<file path="src/rcri_pkg.sv">
// Constants, types and state layout of the reset condition initialiser.
// Assumes one core clock; every module but the synchroniser imports the whole package.
package rcri_pkg;

  ////////////////////////////////////////////////////////////////////////
  // Widths
  localparam int PC_W    = 13;
  localparam int ADDR_W  = 12;
  localparam int DATA_W  = 32;
  localparam int IDX_W   = 10;
  localparam int NPROF   = 7;

  ////////////////////////////////////////////////////////////////////////
  // Register indices; byte address is four times the index
  localparam logic [IDX_W-1:0] IDX_PCL   = 10'h002;
  localparam logic [IDX_W-1:0] IDX_STAT  = 10'h003;
  localparam logic [IDX_W-1:0] IDX_PWR   = 10'h08E;
  localparam logic [IDX_W-1:0] IDX_IRQS  = 10'h040;
  localparam logic [IDX_W-1:0] IDX_IRQM  = 10'h041;
  localparam logic [IDX_W-1:0] IDX_CAUSE = 10'h042;

  ////////////////////////////////////////////////////////////////////////
  // Field positions
  localparam int ST_TO    = 4;
  localparam int ST_PD    = 3;
  localparam int PWR_BOR  = 0;
  localparam int PWR_POR  = 1;

  ////////////////////////////////////////////////////////////////////////
  // Reset and initialisation values
  localparam logic [PC_W-1:0] PC_RESET     = 13'h0000;
  localparam logic [PC_W-1:0] PC_INT_VEC   = 13'h0004;
  localparam logic [7:0]      STAT_RESET   = 8'h18;
  localparam logic [1:0]      PWR_RESET    = 2'h0;
  localparam logic [4:0]      ST_HI_POR    = 5'h03;
  localparam logic [3:0]      ST_HI_PSLEEP = 4'h1;
  localparam logic [3:0]      ST_HI_WDT    = 4'h0;
  localparam logic [2:0]      ST_HI_PRUN   = 3'h0;
  localparam logic [NPROF-1:0] IRQM_RESET  = 7'h00;

  ////////////////////////////////////////////////////////////////////////
  // Initialisation profiles; each but PRF_NONE sets one interrupt status bit
  typedef enum logic [2:0] {
    PRF_NONE   = 3'b000,
    PRF_POR    = 3'b001,
    PRF_BOR    = 3'b010,
    PRF_PRUN   = 3'b011,
    PRF_PSLEEP = 3'b100,
    PRF_WDTRST = 3'b101,
    PRF_WDTWK  = 3'b110,
    PRF_INTWK  = 3'b111
  } rcri_prof_e;

  // Complete state of the main module
  typedef struct packed {
    logic [PC_W-1:0]   pc;
    logic [7:0]        status;
    logic [1:0]        pwr;
    logic [NPROF-1:0]  irqStat;
    logic [NPROF-1:0]  irqMask;
    rcri_prof_e        lastProf;
    logic              vecReq;
    logic              pcLoad;
    logic              regInit;
    logic [2:0]        lvlPrev;
    logic [DATA_W-1:0] prdata;
    logic              perr;
    logic              armed;
    logic [NPROF-1:0]  rdClr;
  } rcri_state_s;

endpackage

</file>
<file path="src/rcri_init.sv">
// Reset condition initialiser: picks one initialisation profile per
// reset or wake event, sets program counter, status and cause bits.
// Assumes core-clock logic for watchdog, sleep and interrupt inputs and
// asynchronous levels for power-on, brown-out and the reset pin.
//
// Chosen here: the APB slave port.
`timescale 1ns/1ps
module rcri_init
  import rcri_pkg::*;
(
  // Clock, reset, enable
  input  wire logic              clk,
  input  wire logic              rst_b,
  input  wire logic              ce,
  // Asynchronous cause levels
  input  wire logic              powerOnReq,
  input  wire logic              brownoutReq,
  input  wire logic              extResetPin_b,
  // Core-clock causes
  input  wire logic              watchdogTimeout,
  input  wire logic              intWake,
  input  wire logic              sleeping,
  input  wire logic              globalIntEnable,
  input  wire logic [PC_W-1:0]   pcNext,
  input  wire logic              vectorAck,
  // Core side
  output logic      [PC_W-1:0]   pcValue,
  output logic                   pcLoad,
  output logic      [7:0]        coreStatus,
  output logic      [1:0]        powerCause,
  output logic                   vectorReq,
  output logic                   regInit,
  output rcri_prof_e             lastProfile,
  output logic                   irq,
  // APB slave
  input  wire logic              psel,
  input  wire logic              penable,
  input  wire logic              pwrite,
  input  wire logic [ADDR_W-1:0] paddr,
  input  wire logic [DATA_W-1:0] pwdata,
  output logic      [DATA_W-1:0] prdata,
  output logic                   pready,
  output logic                   pslverr
);

  ////////////////////////////////////////////////////////////////////////
  // Helpers
  function automatic logic addrIs(logic [ADDR_W-1:0] a,
                                  logic [IDX_W-1:0] idx);
    addrIs = (a == {idx, 2'b00});
  endfunction

  // Priority: power-on beats all, then brown-out, pin, watchdog, wake
  function automatic rcri_prof_e classify(logic por, logic bor,
                                          logic pin, logic slp,
                                          logic wdt, logic iwk);
    if (por) begin
      classify = PRF_POR;
    end else if (bor) begin
      classify = PRF_BOR;
    end else if (pin) begin
      classify = slp ? PRF_PSLEEP : PRF_PRUN;
    end else if (wdt) begin
      classify = slp ? PRF_WDTWK : PRF_WDTRST;
    end else if (iwk && slp) begin
      classify = PRF_INTWK;
    end else begin
      classify = PRF_NONE;
    end
  endfunction

  ////////////////////////////////////////////////////////////////////////
  // Synchronised cause levels: {pin, brown-out, power-on}
  logic [2:0] lvlSync;
  logic [2:0] lvlRise;

  rcri_sync #(
    .W       (3)
  ) u_sync (
    .clk     (clk),
    .rst_b   (rst_b),
    .ce      (ce),
    .asyncIn ({~extResetPin_b, brownoutReq, powerOnReq}),
    .syncOut (lvlSync)
  );

  rcri_state_s cur_q;
  rcri_state_s nxt_d;
  rcri_prof_e  prof;
  logic        setup;
  logic        access;
  logic        mapped;
  logic [NPROF-1:0] evtBits;

  // Edges of the level causes; pulses come straight from core logic
  assign lvlRise = lvlSync & ~cur_q.lvlPrev;
  assign prof    = classify(lvlRise[0], lvlRise[1], lvlRise[2], sleeping,
                            watchdogTimeout, intWake);
  // Setup missed while enable was low is taken in the access phase
  assign setup   = psel && (!penable || !cur_q.armed);
  assign access  = psel && penable && ce && cur_q.armed;
  assign mapped  = addrIs(paddr, IDX_PCL) || addrIs(paddr, IDX_STAT) ||
                   addrIs(paddr, IDX_PWR) || addrIs(paddr, IDX_IRQS) ||
                   addrIs(paddr, IDX_IRQM) || addrIs(paddr, IDX_CAUSE);

  // One status bit per profile, bit n-1 for profile code n
  always_comb begin
    evtBits = '0;
    if (prof != PRF_NONE) begin
      evtBits[3'(prof - 3'd1)] = 1'b1;
    end
  end

  ////////////////////////////////////////////////////////////////////////
  // Next-state logic
  always_comb begin
    nxt_d         = cur_q;
    nxt_d.lvlPrev = lvlSync;
    nxt_d.pcLoad  = 1'b0;
    nxt_d.regInit = 1'b0;
    // Profile application
    case (prof)
      PRF_POR: begin
        nxt_d.pc           = PC_RESET;
        nxt_d.status[7:3]  = ST_HI_POR;
        nxt_d.pwr[PWR_POR] = 1'b0;
        nxt_d.vecReq       = 1'b0;
        nxt_d.regInit      = 1'b1;
      end
      PRF_BOR: begin
        nxt_d.pc           = PC_RESET;
        nxt_d.status[7:3]  = ST_HI_POR;
        nxt_d.pwr[PWR_BOR] = 1'b0;
        nxt_d.vecReq       = 1'b0;
        nxt_d.regInit      = 1'b1;
      end
      PRF_PRUN: begin
        nxt_d.pc          = PC_RESET;
        nxt_d.status[7:5] = ST_HI_PRUN;
        nxt_d.vecReq      = 1'b0;
        nxt_d.regInit     = 1'b1;
      end
      PRF_PSLEEP: begin
        nxt_d.pc          = PC_RESET;
        nxt_d.status[7:4] = ST_HI_PSLEEP;
        nxt_d.status[ST_PD] = 1'b0;
        nxt_d.vecReq      = 1'b0;
        nxt_d.regInit     = 1'b1;
      end
      PRF_WDTRST: begin
        nxt_d.pc          = PC_RESET;
        nxt_d.status[7:4] = ST_HI_WDT;
        nxt_d.vecReq      = 1'b0;
        nxt_d.regInit     = 1'b1;
      end
      PRF_WDTWK: begin
        nxt_d.pc            = pcNext;
        nxt_d.status[ST_TO] = 1'b0;
        nxt_d.status[ST_PD] = 1'b0;
      end
      PRF_INTWK: begin
        nxt_d.pc            = pcNext;
        nxt_d.status[ST_TO] = 1'b1;
        nxt_d.status[ST_PD] = 1'b0;
        nxt_d.vecReq        = globalIntEnable;
      end
      default: begin
        if (vectorAck) begin
          nxt_d.vecReq = 1'b0;
        end
      end
    endcase
    if (prof != PRF_NONE) begin
      nxt_d.pcLoad   = 1'b1;
      nxt_d.lastProf = prof;
    end
    // APB setup: capture read data and error for a flopped answer
    nxt_d.rdClr = '0;
    if (setup) begin
      nxt_d.armed  = 1'b1;
      nxt_d.perr   = !mapped;
      nxt_d.prdata = '0;
      if (addrIs(paddr, IDX_PCL)) begin
        nxt_d.prdata[7:0] = cur_q.pc[7:0];
      end
      if (addrIs(paddr, IDX_STAT)) begin
        nxt_d.prdata[7:0] = cur_q.status;
      end
      if (addrIs(paddr, IDX_PWR)) begin
        nxt_d.prdata[1:0] = cur_q.pwr;
      end
      if (addrIs(paddr, IDX_IRQS)) begin
        nxt_d.prdata[NPROF-1:0] = cur_q.irqStat;
        nxt_d.rdClr = pwrite ? '0 : cur_q.irqStat;
      end
      if (addrIs(paddr, IDX_IRQM)) begin
        nxt_d.prdata[NPROF-1:0] = cur_q.irqMask;
      end
      if (addrIs(paddr, IDX_CAUSE)) begin
        nxt_d.prdata[2:0] = cur_q.lastProf;
      end
    end else if (access) begin
      nxt_d.armed = 1'b0;
      nxt_d.rdClr = cur_q.rdClr;
    end
    // APB write at the access edge; a cause event this cycle wins, except over the interrupt mask write
    if (access && pwrite && prof == PRF_NONE) begin
      if (addrIs(paddr, IDX_PCL)) begin
        nxt_d.pc[7:0] = pwdata[7:0];
        nxt_d.pcLoad  = 1'b1;
      end
      if (addrIs(paddr, IDX_STAT)) begin
        // Timeout and power-down flags stay hardware-owned
        nxt_d.status[7:5] = pwdata[7:5];
        nxt_d.status[2:0] = pwdata[2:0];
      end
      if (addrIs(paddr, IDX_PWR)) begin
        nxt_d.pwr = pwdata[1:0];
      end
    end
    if (access && pwrite && addrIs(paddr, IDX_IRQM)) begin
      nxt_d.irqMask = pwdata[NPROF-1:0];
    end
    // Read-to-clear of captured bits; a new event still sets
    nxt_d.irqStat = cur_q.irqStat;
    if (access && !pwrite) begin
      nxt_d.irqStat = cur_q.irqStat & ~cur_q.rdClr;
    end
    nxt_d.irqStat = nxt_d.irqStat | evtBits;
  end

  ////////////////////////////////////////////////////////////////////////
  // State register; enable low freezes everything
  always_ff @(posedge clk or negedge rst_b) begin
    if (!rst_b) begin
      cur_q          <= '0;
      cur_q.pc       <= PC_RESET;
      cur_q.status   <= STAT_RESET;
      cur_q.pwr      <= PWR_RESET;
      cur_q.irqMask  <= IRQM_RESET;
      cur_q.lastProf <= PRF_NONE;
    end else if (ce) begin
      cur_q <= nxt_d;
    end
  end

  ////////////////////////////////////////////////////////////////////////
  // Outputs
  assign pcValue     = cur_q.pc;
  assign pcLoad      = cur_q.pcLoad;
  assign coreStatus  = cur_q.status;
  assign powerCause  = cur_q.pwr;
  assign vectorReq   = cur_q.vecReq;
  assign regInit     = cur_q.regInit;
  assign lastProfile = cur_q.lastProf;
  assign irq         = |(cur_q.irqStat & cur_q.irqMask);
  assign prdata      = cur_q.prdata;
  // Answer one cycle after setup; stalls while enable is low
  assign pready      = psel && penable && ce && cur_q.armed;
  assign pslverr     = pready && cur_q.perr;

  logic evtCe;
  assign evtCe = ce && (prof != PRF_NONE);
endmodule // rcri_init

</file>
<file path="src/rcri_sync.sv">
// Three-stage input synchroniser with agreement filter.
// Assumes asynchronous inputs; output changes when stages two and three
// agree, so a single-cycle glitch past stage one is never seen.
`timescale 1ns/1ps
module rcri_sync #(
  parameter int W = 3
) (
  // Clock, reset, enable
  input  wire logic         clk,
  input  wire logic         rst_b,
  input  wire logic         ce,
  // Data
  input  wire logic [W-1:0] asyncIn,
  output logic      [W-1:0] syncOut
);

  logic [W-1:0] stage1_q;
  logic [W-1:0] stage2_q;
  logic [W-1:0] stage3_q;

  ////////////////////////////////////////////////////////////////////////
  // Stage one feeds only stage two
  always_ff @(posedge clk or negedge rst_b) begin
    if (!rst_b) begin
      stage1_q <= '0;
      stage2_q <= '0;
      stage3_q <= '0;
      syncOut  <= '0;
    end else if (ce) begin
      stage1_q <= asyncIn;
      stage2_q <= stage1_q;
      stage3_q <= stage2_q;
      for (int i = 0; i < W; i++) begin
        if (stage2_q[i] == stage3_q[i]) begin
          syncOut[i] <= stage3_q[i];
        end
      end
    end
  end

endmodule // rcri_sync
</file>
<file path="config.mk">
export PLATFORM = sky130hd
export DESIGN_NAME = rcri_init
export DESIGN_NICKNAME = d
export VERILOG_FILES = /design/src/rcri_pkg.sv /design/src/rcri_init.sv /design/src/rcri_sync.sv
export SDC_FILE = /design/constraint.sdc
export NUM_CORES = 1
export LEC_CHECK = 0
export ABC_AREA = 1
export BUFFER_PORTS_ARGS = -buffer_cell sky130_fd_sc_hd__buf_2
export CAP_MARGIN = 20
export CORE_ASPECT_RATIO = 0.9
export CORE_MARGIN = 1
export CORE_UTILIZATION = 29
export CTS_CLUSTER_DIAMETER = 60
export DETAILED_ROUTE_END_ITERATION = 8
export PLACE_DENSITY = 0.61
export SYNTH_ARGS = -nofsm -noshare
export SYNTH_HDL_FRONTEND = slang
export SYNTH_SLANG_ARGS = --single-unit
</file>
<file path="constraint.sdc">
create_clock -name clk -period 6.4 [get_ports clk]
set_input_delay 1.28 -clock clk [delete_from_list [all_inputs] [get_ports clk]]
set_output_delay 1.28 -clock clk [all_outputs]
set_load 0.02 [all_outputs]
</file>
Word-level counts from Yosys, hierarchy flattened

Cells that the tools add are included.

Register bits: 75
Output and inout port bits: 64
Input port bits: 71
Word-level logic and storage cells: 138

Muxes and demuxes: 38
Reduce and logical (&&, ||, !) cells: 48
Equality and inequality tests: 17
$lt $le $gt $ge: 2
Add/subtract/negate cells: 1
Bitwise operators: 8

Operator list:

| cell                                                              | number |
|---|---|
| 7-bit two-way mux                                                 | 6 |
| 8-bit two-way mux                                                 | 5 |
| 12-bit by 9-bit == test with 1-bit output, second input constant  | 3 |
| 3-bit two-way mux                                                 | 9 |
| 13-bit case mux with 2 select lines                               | 1 |
| 12-bit by 4-bit == test with 1-bit output, second input constant  | 2 |
| 2-bit AND reduction                                               | 11 |
| 7-bit AND                                                         | 2 |
| 12-bit by 10-bit == test with 1-bit output, second input constant | 1 |
| 3-bit == test, second input constant                              | 4 |
| 1-bit logical AND                                                 | 11 |
| 11-bit two-way mux                                                | 1 |
| 1-bit two-way mux                                                 | 8 |
| 2-bit two-way mux                                                 | 4 |
| 2-bit nonzero test                                                | 4 |
| 7-bit NOT                                                         | 1 |
| 7-bit bitwise OR                                                  | 1 |
| 7-bit OR reduction                                                | 1 |
| 3-bit by 2-bit == test with 1-bit output, second input constant   | 2 |
| 1-bit logical OR                                                  | 6 |
| 3-bit AND reduction                                               | 2 |
| 3-bit nonzero test                                                | 2 |
| 2-bit OR reduction                                                | 3 |
| 5-bit OR reduction                                                | 1 |
| 16 further kinds                                                  | 23 |

Longest topological paths before layout

Depth after elaboration: 13
Gate-level depth with buffers: 20
Depth with buffers taken out: 19

Hierarchy

From an unflattened synthesis, not the netlist that was laid out.

Cells, all modules: 610
Area, all modules: 4748.3 um^2

Modules (own cells, without submodules):

| module    | cells each | area each (um^2) | sequential area each (um^2) | instances |
|---|---|---|---|---|
| rcri_init | 548        | 4222.8           | 1579.0                      | 1 |
| rcri_sync | 62         | 525.5            | 300.3                       | 1 |

Worst setup path before layout

OpenSTA, ideal clock, no wires.

Path type: input-to-output
Start: input ce
End: output pslverr
Cell stages on the path: 5
Slack: 3.101 ns
Data required time: 5.120 ns
Path buffers: 1
Arrival: 2.019 ns
Path through: buf_4 > nand2_4 > nor2_8 > inv_1 > nor2_1

Word-level cells in the longest chain between the ends: 3

Ends and longest elaborated chain:

| what                           | RTL line         | text |
|---|---|---|
| start: declaration             | rcri_init.sv:14  | `input wire logic ce,` |
| 1-bit logical AND (2 in a row) | rcri_init.sv:259 | `assign pready = psel && penable && ce && cur_q.armed;` |
| via pready                     | rcri_init.sv:42  | `output logic pready,` |
| 1-bit logical AND              | rcri_init.sv:260 | `assign pslverr = pready && cur_q.perr;` |
| end: declaration               | rcri_init.sv:43  | `output logic pslverr` |

The timed path passes the listed nets, and every way through them passes these cells.

Worst setup path in the final report

Start: input ce
End: output pslverr

Word-level cells in the longest chain between the ends: 3

Ends and longest elaborated chain:

| what                           | RTL line |
|---|---|
| 1-bit logical AND (2 in a row) | rcri_init.sv:259 |
| 1-bit logical AND              | rcri_init.sv:260 |

Every way passes these cells.

==> summary.md <==
## Outcome
• complete, no violations — outcome

## CTS
• 2 — worst-case clock buffer depth
• 0.33 ns — Clk Latency, worst-skew pair
• 9 — number of buffers created by CTS
• 75 — CTS sink count
• 0 — Post-CTS Hold Buffers
• 0 — buffers inserted during post-CTS setup optimization
• 0.06 ns — clock transition at the registers of the reported paths
• 3 — H-tree lvl count
• sky130_fd_sc_hd__clkbuf_16 — clock tree root driver cell
• 0 — CTS-repair resized insts
• yes — TritonCTS clock tree

## Logic synthesis
• sky130_fd_sc_hd__dfrtp_1 — largest area contributor in the synthesized netlist
• 602 — number of instances in the synthesized netlist
• 0 — Warnings, synthesis
• 7.63 sq um — per-instance average area after synthesis
• 38 — post-synthesis cell type count
• 75 — register bit count reported by yosys
• sky130_fd_sc_hd__dfrtp_1 40%, sky130_fd_sc_hd__nand2_1 15%, sky130_fd_sc_hd__buf_4 9.8%, sky130_fd_sc_hd__inv_1 5.6%, sky130_fd_sc_hd__o21ai_0 4.8% — synth top area cells
• 0.409 — fraction of the yosys area taken by sequential cells
• 0.397 — fraction of post-synthesis cell area in the top cell type by area
• 4600 sq um — total standard cell area after synthesis

## Worst setup path
• 3.74 ns — Reg2Reg Setup Slack
• in2out — start-to-end type of the worst setup path
• 2.45 ns — worst endpoint data arrival time
• 5.12 ns — data required time at the worst endpoint
• buf_2, buf_4, nand2_4, nor2_8, inv_1, nor2_1, buf_2 — Cell Chain, Critical Path
• 0.42 ns — critical path's largest stage delay
• pcValue[9]$_DFFE_PN0P_ — endpoint of the most critical register-to-register path
• input pin — crit path launch type
• sky130_fd_sc_hd__buf_2 — cell mode on critical path
• sky130_fd_sc_hd__buf_4 — Slowest-stage cell, CP
• 43 — CP Max Fanout
• u_sync.syncOut[2]$_DFFE_PN0P_ — Reg2Reg Launch Point
• output port — Worst setup EP type
• 12 — length in cells of the worst reg-to-reg path

## Place
• 2.63 ns — DP Worst Slack
• 8760 um — dpl hpwl
• 0.863 — Placer Congestion
• 86 — count of input and output buffers

## Hold path
• reg2reg — class of the worst hold path
• 2 — worst hold path depth
• u_sync.stage1_q[0]$_DFFE_PN0P_ — Hold Crit Start
• u_sync.stage1_q[0]$_DFFE_PN0P_ — Worst Hold End

## Drt
• 313 — initial detailed-routing violation count
• 5 — first drt pass iteration count
• 11900 um — final wirelength
• 0 — post-route DRC violation count
• 4.58 — vias per cell
• 13.8 um — detailed-route wire length per cell
• 3932 — via count
• 0 — number of antenna-violating nets in the routed design

## Pwr
• 299 nW/um^2 — power per unit of standard cell area
• 0.217 mV — highest ir drop seen on vdd
• 0.00283 uW — Static Leakage

## Die
• 121 um — die span in y
• 15400 sq um — Floorplan Core Area
• 0.298 — effective utilization at floorplan
• 43 — number of rows in the core area
• 135 — io pins
• 135 um — Die W
• 16400 sq um — Total Die Area

## Final layout
• 729 — Final nets
• 0 — Inserted Diodes
• 12.3% — synth-to-layout area growth
• 0.207 — proportion of layout cells with a drive suffix above 1

## Flow run
• 0 — number of maximum-capacitance constraint violations

## STA
• 0.583 — Final period util
• 0 ns — setup_tns
• 0.340 — Slew HR
• 3.73 ns — time the worst path needs with I/O delays and setup
• false — setup repair after global routing missed its margin
• 0.471 ns — Min Hold Slack
• 2.67 ns — setup ws final
• 0.990 ns — Worst-Margin Slew
• 0 — number of max-slew violations in the final report
• 0 — final count of hold timing violations
• 0 — count of final setup violators
• 268 MHz — maximum clock frequency
• 0.00501 ns — setup skew after layout

## Global route
• 0 — number of antenna violations at the first check in global routing
• 19100 um — first-pass GRT wire length
• 3566 — via count of the first global-routing pass
• 0 — global route overflow
• 0.150 — Total GRT Usage
• 76 — largest net degree at the start of global routing

-- metal layers --
| layer | GRT usage | share of wire |
|---|---|---|
| met5 | 0 | 0 |
| met4 | 0.0323 | 0.0089 |
| met3 | 0.0380 | 0.069 |
| met2 | 0.221 | 0.42 |
| met1 | 0.220 | 0.50 |
-- cell usage in the layout (no fill, tap or decap), types with 2 or more instances in the layout --
cell / count
sky130_fd_sc_hd__nand2_1: 184
sky130_fd_sc_hd__buf_2: 85
sky130_fd_sc_hd__dfrtp_1: 73
sky130_fd_sc_hd__inv_1: 68
sky130_fd_sc_hd__o21ai_0: 44
sky130_fd_sc_hd__nand3_1: 42
sky130_fd_sc_hd__nor2_1: 27
sky130_fd_sc_hd__conb_1: 24
sky130_fd_sc_hd__nand4_1: 20
sky130_fd_sc_hd__o211ai_1: 9
sky130_fd_sc_hd__clkbuf_16: 9
sky130_fd_sc_hd__o21ai_2: 8
sky130_fd_sc_hd__ha_1: 6
sky130_fd_sc_hd__nor2_2: 4
sky130_fd_sc_hd__o31ai_1: 4
sky130_fd_sc_hd__mux2_4: 4
sky130_fd_sc_hd__buf_4: 4
sky130_fd_sc_hd__nand2_4: 3
sky130_fd_sc_hd__nor2_4: 3
sky130_fd_sc_hd__o22ai_1: 3
sky130_fd_sc_hd__inv_2: 3
sky130_fd_sc_hd__a22oi_1: 3
sky130_fd_sc_hd__a21oi_1: 3
sky130_fd_sc_hd__nand2_2: 2
sky130_fd_sc_hd__nor3_2: 2
sky130_fd_sc_hd__clkbuf_1: 2
sky130_fd_sc_hd__dfstp_2: 2
-- sequential cells by signal (all words and copies together), names as in the netlist, 3 cells and up --
signal           flops
coreStatus           8
cur_q               26
lastProfile          3
pcValue             13
prdata               8
u_sync.stage1_q      3
u_sync.stage2_q      3
u_sync.stage3_q      3
u_sync.syncOut       3
-- cell families (layout without fill, tap and decap cells) --
| kind of cell | Yosys count | after routing | synth area share |
|---|---|---|---|
| compound gates | 81 | 81 | 0.108 |
| simple gates | 291 | 291 | 0.284 |
| buf+inv | 144 | 175 | 0.169 |
| mux | 4 | 4 | 0.0131 |
| flops | 75 | 75 | 0.409 |
| fa+ha+maj | 6 | 6 | 0.0163 |
| other cells | 1 | 24 | 0.000816 |
-- report_power, final --
part | internal (uW) | total (uW) | switching [uW]
Clock | 301 | 496 | 196
Sequential | 556 | 642 | 85.8
Combinational | 124 | 406 | 282
Total | 981 | 1540 | 563
-- how the worst max path moves through the flow --
stage                   end  cells past startpoint  from  slack, ns
floorplan           pslverr                      5    ce       3.10
global placement    pslverr                      7    ce       2.63
detailed placement  pslverr                      7    ce       2.63
finish              pslverr                      7    ce       2.67
global route        pslverr                      7    ce       2.54
CTS                 pslverr                      7    ce       2.64
-- synth_stat cells (all sizes together) --
library cell and number:
nor3 4, a21oi 3, o21bai 1, dfstp 2
a22oi 3, a22o 1, mux2 4, buf 65
o21a 1, a211oi 1, ha 6, nand4 20
o21ai 53, nor2 35, nand2 189, o211ai 9
a31oi 1, clkbuf 8, nand3 43, dfrtp 73
a221oi 1, o31ai 4, conb 1, o22ai 3
inv 71
-- area by class of cell --
cell class | count | area, sq um
Sequential cell | 75 | 1880
Inverter | 71 | 267
Tap cell | 202 | 253
Multi-Input combinational cell | 406 | 2020
Clock inverter | 4 | 51.3
Clock buffer | 11 | 233
Fill cell | 1685 | 10300
Timing Repair Buffer | 89 | 455
-- metrics by stage --
| step | total power [uW] | instances | util | cell area [sq um] |
|---|---|---|---|---|
| 6_report | 1540 | 858 | 0.334 | 5160 |
| 5_1_grt | 1640 | 858 | 0.334 | 5160 |
| 4_1_cts | 1560 | 858 | 0.334 | 5160 |
| 3_5_place_dp | 1060 | 843 | 0.316 | 4880 |
| 3_3_place_gp | 1050 | 843 | 0.316 | 4880 |
| 2_1_floorplan | 956 | 625 | - | 4680 |
-- worst max-delay path: cells and delay by family --
kind / cells / cell delay, ns
buffers and inverters: 4 / 0.75
AND/OR/NAND/NOR: 3 / 0.42
Power figures use the tool's default switching activity.
